<file path="config.mk">
export PLATFORM = sky130hd
export DESIGN_NAME = bridge_status_sleep_pins
export DESIGN_NICKNAME = d
export VERILOG_FILES = /design/src/hdl/bridge_status_sleep_pins.v /design/src/hdl/sync_edge.v
export VERILOG_INCLUDE_DIRS = /design/src /design/src/hdl
export SDC_FILE = /design/constraint.sdc
export NUM_CORES = 1
export LEC_CHECK = 0
export BUFFER_PORTS_ARGS = -buffer_cell sky130_fd_sc_hd__buf_4
export CAP_MARGIN = 10
export CORE_UTILIZATION = 36
export CTS_CLUSTER_SIZE = 12
export DETAILED_ROUTE_END_ITERATION = 10
export HOLD_SLACK_MARGIN = 0.1
export SLEW_MARGIN = 20
export SYNTH_ARGS = -nofsm -noshare
export SYNTH_HDL_FRONTEND = slang
export SYNTH_HIERARCHICAL = 1
export SYNTH_SLANG_ARGS = --single-unit
</file>
<file path="constraint.sdc">
create_clock -name sys_clk_in -period 2.6 [get_ports sys_clk_in]
set_input_delay 0.65 -clock sys_clk_in [delete_from_list [all_inputs] [get_ports sys_clk_in]]
set_output_delay 0.65 -clock sys_clk_in [all_outputs]
set_load 0.03 [all_outputs]
</file>
<file path="src/hdl/bridge_pins_map.vh">
// Constants for the status, reset and power-state pin logic
// Operation
// - The reset pin accepts active-low requests from outside and is pulled up so open-drain sources can share it.
// - An internal reset drives the reset pin low for the whole reset state and releases it on leaving.
// - One rising edge on the wake input ends sleep mode.
// - Rising edges on the wake input are ignored unless the device is asleep.
// - One falling edge on the sleep input enters sleep mode.
// - The error output goes low on an invalid command, a failed CRC16 or an unacknowledged I2C transfer.
// - The error output returns high when a bus reset pulse is received.
// - The awake output is high while awake and low while asleep.
// - The busy output goes low once a packet checksum is taken in and stays low until the I2C transaction ends.
// - While busy is low all single-wire bus activity is disregarded; here invalid commands and CRC failures still pull the error output low.
// - The expecting-data output goes low after a device command and stays low until the packet has arrived.
// - The expecting-data output returns high once the trailing CRC16 is received.
// - The expecting-data output stays high for device commands without a data packet.
// - After power-up a presence pulse is issued and finished within 2 ms of power being applied.
// - Each bus transaction starts with a master reset pulse answered by a presence pulse; here presence_out pulses only after an internal reset.
`ifndef BRIDGE_PINS_MAP_VH
`define BRIDGE_PINS_MAP_VH

`define CLK_PERIOD_NS 8
// Internal reset stretch after power-up, in clock cycles
`define POR_CYCLES 16'h0040
// Power-up presence deadline (2 ms) and width (120 us) at 8 ns a cycle
`define PRESENCE_DEADLINE_CYC 18'h3d090
`define PRESENCE_WIDTH_CYC 18'h03a98
`define PRESENCE_CNT_W 18

`endif

</file>
<file path="src/hdl/bridge_status_sleep_pins.v">
// Status, reset and power-state pin logic of the bridge
`timescale 1ns/10ps
`include "bridge_pins_map.vh"
module bridge_status_sleep_pins #(
  parameter [17:0] presence_deadline_cyc = `PRESENCE_DEADLINE_CYC
) (
  // Clock and reset
  input wire sys_clk_in,
  input wire reset_n_in,
  // Internal reset source (power-up, power fail)
  input wire internal_reset_in,
  // Shared reset pin
  input wire reset_pin_in,
  output wire reset_pin_out,
  output wire reset_pin_oe_n_out,
  // Power-state pins
  input wire wake_pin_in,
  input wire sleep_pin_in,
  output reg awake_out,
  // Events from the bus front end and I2C engine
  input wire bus_reset_pulse_in,
  input wire device_cmd_in,
  input wire cmd_has_packet_in,
  input wire packet_crc_done_in,
  input wire invalid_cmd_in,
  input wire crc_fail_in,
  input wire i2c_nack_in,
  input wire i2c_done_in,
  // Status pins
  output reg error_flag_n_out,
  output reg busy_n_out,
  output reg expect_packet_n_out,
  // Power-up presence, bus gating and core reset
  output reg presence_out,
  output wire bus_enable_out,
  output wire core_reset_n_out
);
  localparam st_run = 1'b0;
  localparam st_sleep = 1'b1;

  reg state;
  reg next_state;
  reg [15:0] por_cnt;
  reg int_reset;
  reg [17:0] pres_cnt;
  reg pres_done;
  wire pin_level;
  wire wake_rise;
  wire sleep_fall;
  wire any_error;
  wire core_rst;
  wire bus_reset_ok;
  wire cmd_ok;
  wire crc_ok;

  ////////////////////////////////////////////////////////////////////////
  // Pin synchronisers

  sync_edge u_rst_sync (
    .sys_clk_in(sys_clk_in),
    .reset_n_in(reset_n_in),
    .async_in(reset_pin_in),
    .level_out(pin_level),
    .rise_out(),
    .fall_out()
  );

  sync_edge u_wake_sync (
    .sys_clk_in(sys_clk_in),
    .reset_n_in(reset_n_in),
    .async_in(wake_pin_in),
    .level_out(),
    .rise_out(wake_rise),
    .fall_out()
  );

  sync_edge u_sleep_sync (
    .sys_clk_in(sys_clk_in),
    .reset_n_in(reset_n_in),
    .async_in(sleep_pin_in),
    .level_out(),
    .rise_out(),
    .fall_out(sleep_fall)
  );

  ////////////////////////////////////////////////////////////////////////
  // Reset pin: stretched internal reset drives it low, else released

  always @(posedge sys_clk_in) begin
    if (!reset_n_in) begin
      por_cnt <= 16'h0000;
      int_reset <= 1'b1;
    end else if (internal_reset_in) begin
      // A new cause restarts the stretch, so the pin cannot blip high
      por_cnt <= 16'h0000;
      int_reset <= 1'b1;
    end else if (por_cnt != `POR_CYCLES) begin
      por_cnt <= por_cnt + 16'h0001;
      int_reset <= 1'b1;
    end else begin
      int_reset <= 1'b0;
    end
  end

  // Open drain: enable low only while driving low; pull-up is in the pad
  assign reset_pin_out = 1'b0;
  assign reset_pin_oe_n_out = ~int_reset;
  // An external low on the shared line resets the core too
  assign core_reset_n_out = ~int_reset & pin_level;

  assign core_rst = int_reset | ~pin_level;

  ////////////////////////////////////////////////////////////////////////
  // Sleep and wake
  // Pin edges act three cycles late; a pin pulse shorter than about one
  // clock cycle may be lost in the synchroniser

  always @* begin
    next_state = state;
    case (state)
      st_run: begin
        if (sleep_fall) begin
          next_state = st_sleep;
        end
      end
      st_sleep: begin
        // Wake edges outside sleep never reach here
        if (wake_rise) begin
          next_state = st_run;
        end
      end
      default: next_state = st_run;
    endcase
  end

  always @(posedge sys_clk_in) begin
    if (!reset_n_in || core_rst) begin
      state <= st_run;
      awake_out <= 1'b1;
    end else begin
      state <= next_state;
      awake_out <= (next_state == st_run);
    end
  end

  ////////////////////////////////////////////////////////////////////////
  // Status outputs

  // A bus event counts only while the front end is open
  function bus_gate;
    input pulse;
    input gate_open;
    begin
      bus_gate = pulse & gate_open;
    end
  endfunction

  // Bus events count only while awake and not busy
  assign bus_enable_out = busy_n_out & (state == st_run) & pres_done;
  assign bus_reset_ok = bus_gate(bus_reset_pulse_in, bus_enable_out);
  assign cmd_ok = bus_gate(device_cmd_in, bus_enable_out);
  assign crc_ok = bus_gate(packet_crc_done_in, bus_enable_out);
  // Errors come from the decoder, the CRC check and the I2C engine
  assign any_error = invalid_cmd_in | crc_fail_in | i2c_nack_in;

  // Set wins over clear: an error in the bus reset cycle still shows
  always @(posedge sys_clk_in) begin
    if (!reset_n_in || core_rst) begin
      error_flag_n_out <= 1'b1;
    end else if (any_error) begin
      error_flag_n_out <= 1'b0;
    end else if (bus_reset_ok) begin
      error_flag_n_out <= 1'b1;
    end
  end

  // A taken-in checksum starts the I2C transfer, its end releases busy
  always @(posedge sys_clk_in) begin
    if (!reset_n_in || core_rst) begin
      busy_n_out <= 1'b1;
    end else if (crc_ok) begin
      busy_n_out <= 1'b0;
    end else if (i2c_done_in) begin
      busy_n_out <= 1'b1;
    end
  end

  // Only commands that carry a packet pull the expect pin low
  always @(posedge sys_clk_in) begin
    if (!reset_n_in || core_rst) begin
      expect_packet_n_out <= 1'b1;
    end else if (crc_ok) begin
      expect_packet_n_out <= 1'b1;
    end else if (cmd_ok && cmd_has_packet_in) begin
      expect_packet_n_out <= 1'b0;
    end
  end

  ////////////////////////////////////////////////////////////////////////
  // Power-up presence pulse, ends at its width or at the deadline, whichever comes first

  // Last count of the pulse; the deadline bounds it when it is shorter
  localparam [17:0] pres_width_last = `PRESENCE_WIDTH_CYC - 18'h00001;
  localparam [17:0] pres_deadline_last = presence_deadline_cyc - 18'h00001;

  always @(posedge sys_clk_in) begin
    if (!reset_n_in || int_reset) begin
      pres_cnt <= 18'h00000;
      pres_done <= 1'b0;
      presence_out <= 1'b0;
    end else if (!pres_done) begin
      pres_cnt <= pres_cnt + 18'h00001;
      presence_out <= 1'b1;
      if (pres_cnt == pres_width_last ||
          pres_cnt == pres_deadline_last) begin
        pres_done <= 1'b1;
        presence_out <= 1'b0;
      end
    end
  end

endmodule

</file>
<file path="src/hdl/sync_edge.v">
// Two-flop synchroniser with rise and fall detection
`timescale 1ns/10ps
module sync_edge (
  // Clock and reset
  input wire sys_clk_in,
  input wire reset_n_in,
  // Asynchronous level
  input wire async_in,
  // Synchronised level and edges
  output reg level_out,
  output wire rise_out,
  output wire fall_out
);
  reg meta;
  reg prev;

  // The first stage feeds only the second stage
  always @(posedge sys_clk_in) begin
    if (!reset_n_in) begin
      meta <= 1'b1;
      level_out <= 1'b1;
      prev <= 1'b1;
    end else begin
      meta <= async_in;
      level_out <= meta;
      prev <= level_out;
    end
  end

  assign rise_out = level_out & ~prev;
  assign fall_out = ~level_out & prev;
endmodule

</file>
==> results of run 1 <==
-- layer usage --
layer | global-route usage [%] | vias to the layer above | routed length (µm)
li1 | - | 898 | -
met4 | 6.07 | 0 | 70
met1 | 17.5 | 786 | 1890
met3 | 3.43 | 6 | 116
met5 | 0 | - | 0
met2 | 21.5 | 19 | 1820
-- worst max-delay path: stages, from the launching register on --
cell	delay, ns
dfxtp_1	0.54
nand2_1	0.10
nor2_1	0.26
buf_4	0.22
-- worst min-delay path by stage --
| stage | startpoint | endpoint | slack, ns | cells past startpoint |
|---|---|---|---|---|
| after CTS | u_wake_sync/meta$_SDFF_PN1_ | u_wake_sync/level_out$_SDFF_PN1_ | 0.42 | 1 |
| after floorplan | u_rst_sync/level_out$_SDFF_PN1_ | busy_n_out$_SDFFE_PP1P_ | 0.38 | 1 |
| after global routing | u_rst_sync/level_out$_SDFF_PN1_ | busy_n_out$_SDFFE_PP1P_ | 0.43 | 1 |
| after global placement | u_wake_sync/meta$_SDFF_PN1_ | u_wake_sync/level_out$_SDFF_PN1_ | 0.39 | 1 |
| final | u_wake_sync/meta$_SDFF_PN1_ | u_wake_sync/level_out$_SDFF_PN1_ | 0.41 | 1 |
| after detailed placement | u_wake_sync/meta$_SDFF_PN1_ | u_wake_sync/level_out$_SDFF_PN1_ | 0.39 | 1 |
-- layout make-up --
class	instances	area share, %
Clock buffer	5	2.75
Clock inverter	3	1.05
Inverter	8	1.20
Multi-Input combinational cell	178	44.6
Sequential cell	50	39.9
Tap cell	72	3.59
Timing Repair Buffer	23	6.89
-- stage by stage --
stage / instances / power (mW) / util [%]
floorplan: 242 / 0.811 / -
global placement: 331 / 0.830 / 42.5
global route: 339 / 1.35 / 44.2
CTS: 339 / 1.31 / 44.2
finish: 339 / 1.29 / 44.2
detailed placement: 331 / 0.831 / 42.5
-- layout by cell type, fill, tap and decap left out, drive strengths merged, types with 2 or more instances in the layout --
cell and count:
nor2b 5, nand2 19, xor2 9, dfxtp 50
buf 23, nor4b 2, and4 2, mux2i 2
ha 3, nor4 7, nand3 12, nor3 4
clkbuf 5, a31oi 4, o21ai 8, and3 5
a31o 2, a41o 3, xnor2 10, or4 2
nor2 30, or3 7, inv 10, a21oi 11
nand4 7, nand2b 11
-- power by group through the flow --
stage | registers, mW | clock network [mW] | logic (mW)
global placement | 0.793 | 0 | 0.0365
CTS | 0.776 | 0.501 | 0.0371
finish | 0.776 | 0.476 | 0.0364
global route | 0.777 | 0.532 | 0.0408
detailed placement | 0.794 | 0 | 0.0370
floorplan | 0.793 | 0 | 0.0179
==> summary.txt, run 1 <==
Floorplanning
  – Die W: 79.9 µm
  – Initial core utilization: 38.4%
  – Die area: 6380 µm²
  – Die height: 79.9 µm
  – Core ar.: 5680 µm²
  – Floorplan row count: 27
  – Io pins: 23

Layout
  – Sequential cell area: about 1000 µm²
  – Layout Nets: between 200 and 300
  – Largest reg by FF count: pres_cnt
  – Layout fillers: 553
  – Area Overhead vs Synth: 14.9%
  – Multi-input combinational cell area: 1120 µm²
  – Ant diodes: 0
  – Max reg flops: 18
  – Share of layout cells above drive strength 1: around 15%
  – Regs by FF count: pres_cnt x18, por_cnt x16
  – Final instance area: approximately 2500 µm²

Synth
  – YS warnings: 6
  – Synthesized cell area: 2180 µm²
  – Synth Instances: 242
  – Net count after synthesis: 259
  – Mean Syn Cell Area: 9.02 µm²

Clock network
  – Clock transition at path regs: 0.10 ns
  – # Post-CTS Setup Buffers: 0
  – H-tree depth: 2
  – Post_cts resized: 0
  – Later-pin clock latency in the skew report: 0.31 ns
  – CTS tree: done
  – Cts bufs inserted: 5
  – Hold_buf cts: 0
  – CTS sink cnt: 50
  – Clock Tree Root: clkbuf_8
  – Clock Tree Buf Depth: 2

STA
  – Crit share post-route: 79.9%
  – Final setup viols: 0
  – Slew headroom: 55.0%
  – Peak Freq: 0.481 GHz
  – RSZ-0062 raised after global routing: false
  – Fin. Hold Viols: 0
  – Setup TNS: 0 ns
  – Final worst slack: 0.522 ns
  – Minimum clock period: 2.08 ns
  – Worst Max-Slew Pin Slew: about 0.67 ns
  – WHS: 0.415 ns
  – Max-slew violation count: 0
  – Setup Skew: between 0.009 and 0.01 ns

Outcome
  – Outcome: finished clean

Worst setup path
  – Worst path arrival time: 1.43 ns
  – Crit path to: bus_enable_out
  – FF-to-FF setup slack: 0.75 ns
  – Crit path launch: pres_done$_SDFF_PP0_
  – CP endpoint kind: output pin
  – Reg2Reg Launch Point: pres_done$_SDFF_PP0_
  – Setup crit start kind: flop
  – RR Endpoint: pres_cnt[16]$_SDFFE_PP0N_
  – Register-to-Register Path Depth: 4
  – Critical path type: reg -> out
  – Maximum fanout along the worst path: 11
  – CP required: 1.95 ns

Run
  – Max_cap viols: 0

Place
  – DP Area: 2410 µm²
  – Place WS: around 0.76 ns
  – Routability-driven placement congestion ratio: 0.720
  – HPWL Detailed: ~2700 µm
  – I/O Buffers: 21

Global route
  – Vias in the first global route: 1,522
  – Grt total ovfl: 0
  – Global-route wire length before repair: around 7000 µm
  – GRT Total Usage: 13.7%
  – Initial antenna violation count: 0
  – Largest net degree at the start of global routing: 21

Pwr
  – Clock power share: between 30% and 40%
  – Sequential share of power: 60.2%
  – P_sw: 297 µW
  – Sw Share: 23.0%
  – Combinational share of power: 2.8%
  – Peak supply drop: 0.343 mV
  – P_int: 991 µW
  – P_leak: 0.938 nW
  – PD cells: slightly above 500 nW/µm²

Min path
  – Worst hold path type: reg -> reg

Route
  – DRC: 0
  – Vias: 1,709
  – Number of routed nets with antenna violations: 0
  – Via/cell ratio: 5.04
  – Post-DR wirelength/cell: 11.5 µm
  – DR pass1 iterations: 4
  – Final WL: 3910 µm
  – Drt first-iter violations: 110
No activity file was read; power rests on OpenSTA's default activity.
==> inputs of run 2 (changes only) <==
--- a/config.mk
+++ b/config.mk
@@ -6,6 +6,7 @@
 export SDC_FILE = /design/constraint.sdc
 export NUM_CORES = 1
 export LEC_CHECK = 0
+export ABC_AREA = 1
 export BUFFER_PORTS_ARGS = -buffer_cell sky130_fd_sc_hd__buf_4
 export CAP_MARGIN = 10
 export CORE_UTILIZATION = 36
==> constraint.sdc (replaced) <==
create_clock -name sys_clk_in -period 2.1 [get_ports sys_clk_in]
set_input_delay 0.525 -clock sys_clk_in [delete_from_list [all_inputs] [get_ports sys_clk_in]]
set_output_delay 0.525 -clock sys_clk_in [all_outputs]
set_load 0.03 [all_outputs]
==> summary.txt, run 2 <==
Place
  – Placed Instances: 431 (was 331)
  – HPWL Detailed: 3100 µm (was 2740 µm)
  – Routability-driven placement congestion ratio: 0.735 (was 0.720)
  – I/O Buffers: 21 (unchanged)

STA
  – Crit share post-route: ~78%
  – Setup TNS: 0 ns (unchanged)
  – Fin. Hold Viols: 0 (unchanged)
  – Peak Freq: 0.607 GHz
  – RSZ-0062 raised after global routing: false (unchanged)
  – Minimum clock period: 1.65 ns
  – Max-slew violation count: 0 (unchanged)
  – WHS: 0.382 ns (was 0.415 ns)
  – Final setup viols: 0 (unchanged)
  – Setup Skew: 0.0127 ns (was 0.00903 ns)

Clock network
  – # Post-CTS Setup Buffers: 0 (unchanged)
  – Post_cts resized: 0 (unchanged)
  – H-tree depth: 2 (unchanged)
  – Clock transition at path regs: 0.10 ns (about the same)
  – Cts bufs inserted: 5 (unchanged)
  – CTS tree: done (unchanged)
  – Hold_buf cts: 0 (unchanged)
  – Clock Tree Buf Depth: 2 (unchanged)
  – Clock Tree Root: clkbuf_8 (unchanged)
  – CTS sink cnt: 50 (unchanged)
  – Later-pin clock latency in the skew report: 0.30 ns (was 0.31 ns)

Pwr
  – Sw Share: 18.6% (was 23.0%)
  – Combinational share of power: 2.8% (about the same)
  – Sequential share of power: 52.4% (was 60.2%)
  – P_int: 1.49 mW (was 991 µW)
  – Peak supply drop: 0.414 mV (was 0.343 mV)
  – PD cells: 671 nW/µm² (was 514 nW/µm²)
  – P_sw: 341 µW (was 297 µW)
  – P_leak: 1.14 nW (was 0.938 nW)
  – Clock power share: 44.8% (was 37.0%)

Layout
  – Layout Nets: 380 (was 283)
  – Share of layout cells above drive strength 1: 15.1% (was 15.0%)
  – Regs by FF count: pres_cnt x18, por_cnt x16 (unchanged)
  – Final Non-Filler Cells: 439 (was 339)
  – Layout fillers: 639 (was 553)
  – Most frequent cells in the layout: nand2_1 (70), inv_1 (61), dfxtp_1 (50), nor2_1 (43), buf_4 (23) (was dfxtp_1 (50), nor2_1 (30), buf_4 (23), nand2_1 (19), nand3_1 (12))
  – Area Overhead vs Synth: 16.8% (was 14.9%)
  – Final Core Density: 44.7% (was 44.2%)
  – Max reg flops: 18 (unchanged)
  – Commonest non-fill, non-tap cell in the layout: nand2_1 (was dfxtp_1)
  – Largest reg by FF count: pres_cnt (unchanged)
  – Ant diodes: 0 (unchanged)

Outcome
  – Outcome: finished clean (unchanged)

Synth
  – Mean Syn Cell Area: 6.95 µm² (was 9.02 µm²)
  – YS warnings: 6 (unchanged)
  – Synth Instances: 336 (was 242)
  – Net count after synthesis: 353 (was 259)
  – Synthesized cell area: 2340 µm² (was 2180 µm²)

Global route
  – Largest net degree at the start of global routing: 16 (was 21)
  – Initial antenna violation count: 0 (unchanged)
  – Grt total ovfl: 0 (unchanged)
  – Vias in the first global route: 1,671 (was 1,522)
  – GRT Total Usage: 13.1% (was 13.7%)
  – Global-route wire length before repair: 6860 µm (was 6830 µm)

Run
  – Max_cap viols: 0 (unchanged)

Worst setup path
  – Critical path type: reg -> out (unchanged)
  – Worst path arrival time: 1.12 ns (was 1.43 ns)
  – CP endpoint kind: output pin (unchanged)
  – CP required: 1.57 ns (was 1.95 ns)
  – Maximum fanout along the worst path: 5 (was 11)
  – Setup crit start kind: flop (unchanged)

Route
  – Drt first-iter violations: 104 (was 110)
  – Post-DR wirelength/cell: 9.49 µm (was 11.5 µm)
  – Final WL: 4170 µm (was 3910 µm)
  – Number of routed nets with antenna violations: 0 (unchanged)
  – Vias: 1,991 (was 1,709)
  – DRC: 0 (unchanged)
  – Via/cell ratio: 4.54 (was 5.04)
  – DR pass1 iterations: 4 (unchanged)

Floorplanning
  – Die height: 82.6 µm (was 79.9 µm)
  – Die area: 6820 µm² (was 6380 µm²)
  – Die W: 82.6 µm (was 79.9 µm)
  – Core ar.: 6100 µm² (was 5680 µm²)
  – Initial core utilization: 38.3% (was 38.4%)
  – Io pins: 23 (unchanged)
  – Floorplan row count: 28 (was 27)

Min path
  – Worst hold path type: in -> reg (was reg -> reg)
==> run 2: metal layers <==
metal | wire (µm) | up-vias | global-route usage [%] | part of all wire, %
li1 | - | 1103 | - | -
met1 | 2130 | 854 | 17.3 | 51
met2 | 1830 | 29 | 20.7 | 44
met3 | 174 | 5 | 3.63 | 4.2
met4 | 37 | 0 | 3.62 | 0.89
met5 | 0 | - | 0 | 0
==> run 2: path summary, 6_finish.rpt <==
| kind | endpoint | cells after the start | slack [ns] | start |
|---|---|---|---|---|
| setup / recovery | bus_enable_out | 3 | 0.45 | pres_done$_SDFF_PP0_ |
| hold / removal | u_sleep_sync/meta$_SDFF_PN1_ | 3 | 0.38 | sleep_pin_in |
| setup reg to reg | por_cnt[8]$_SDFFE_PP0P_ | 8 | 0.69 | por_cnt[1]$_SDFFE_PP0P_ |
| hold reg to reg | u_wake_sync/level_out$_SDFF_PN1_ | 2 | 0.40 | u_wake_sync/meta$_SDFF_PN1_ |
==> run 2: final cells by class <==
type	count	area [µm²]	share of cell area, %
clock inverters	2	60.1	2.20
multi-input cells	216	1070	39.1
inverters	67	251	9.22
repair buffers	23	173	6.33
well taps	75	93.8	3.44
flip-flops and latches	50	1000	36.7
clock buffers	6	82.6	3.03
==> run 2: stage by stage <==
| stage | worst slack [ns] | area [µm²] | power [mW] |
|---|---|---|---|
| after floorplan | 0.696 | 2340 | 1.01 |
| after global placement | 0.639 | 2580 | 1.03 |
| after detailed placement | 0.608 | 2580 | 1.03 |
| after CTS | 0.438 | 2730 | 1.86 |
| after global routing | 0.354 | 2730 | 1.91 |
| final | 0.453 | 2730 | 1.83 |
==> run 2: worst max-delay path, stage by stage (launching register included) <==
cell and delay (ns):
dfxtp_1 0.44, nand3_1 0.15, inv_1 0.09, buf_4 0.16
==> run 2: power by group through the flow <==
stage	registers, mW	clock network, mW	logic [mW]
final	0.959	0.820	0.0509
after global routing	0.961	0.887	0.0600
after CTS	0.959	0.846	0.0518
after detailed placement	0.981	0	0.0515
after global placement	0.981	0	0.0512
after floorplan	0.981	0	0.0273
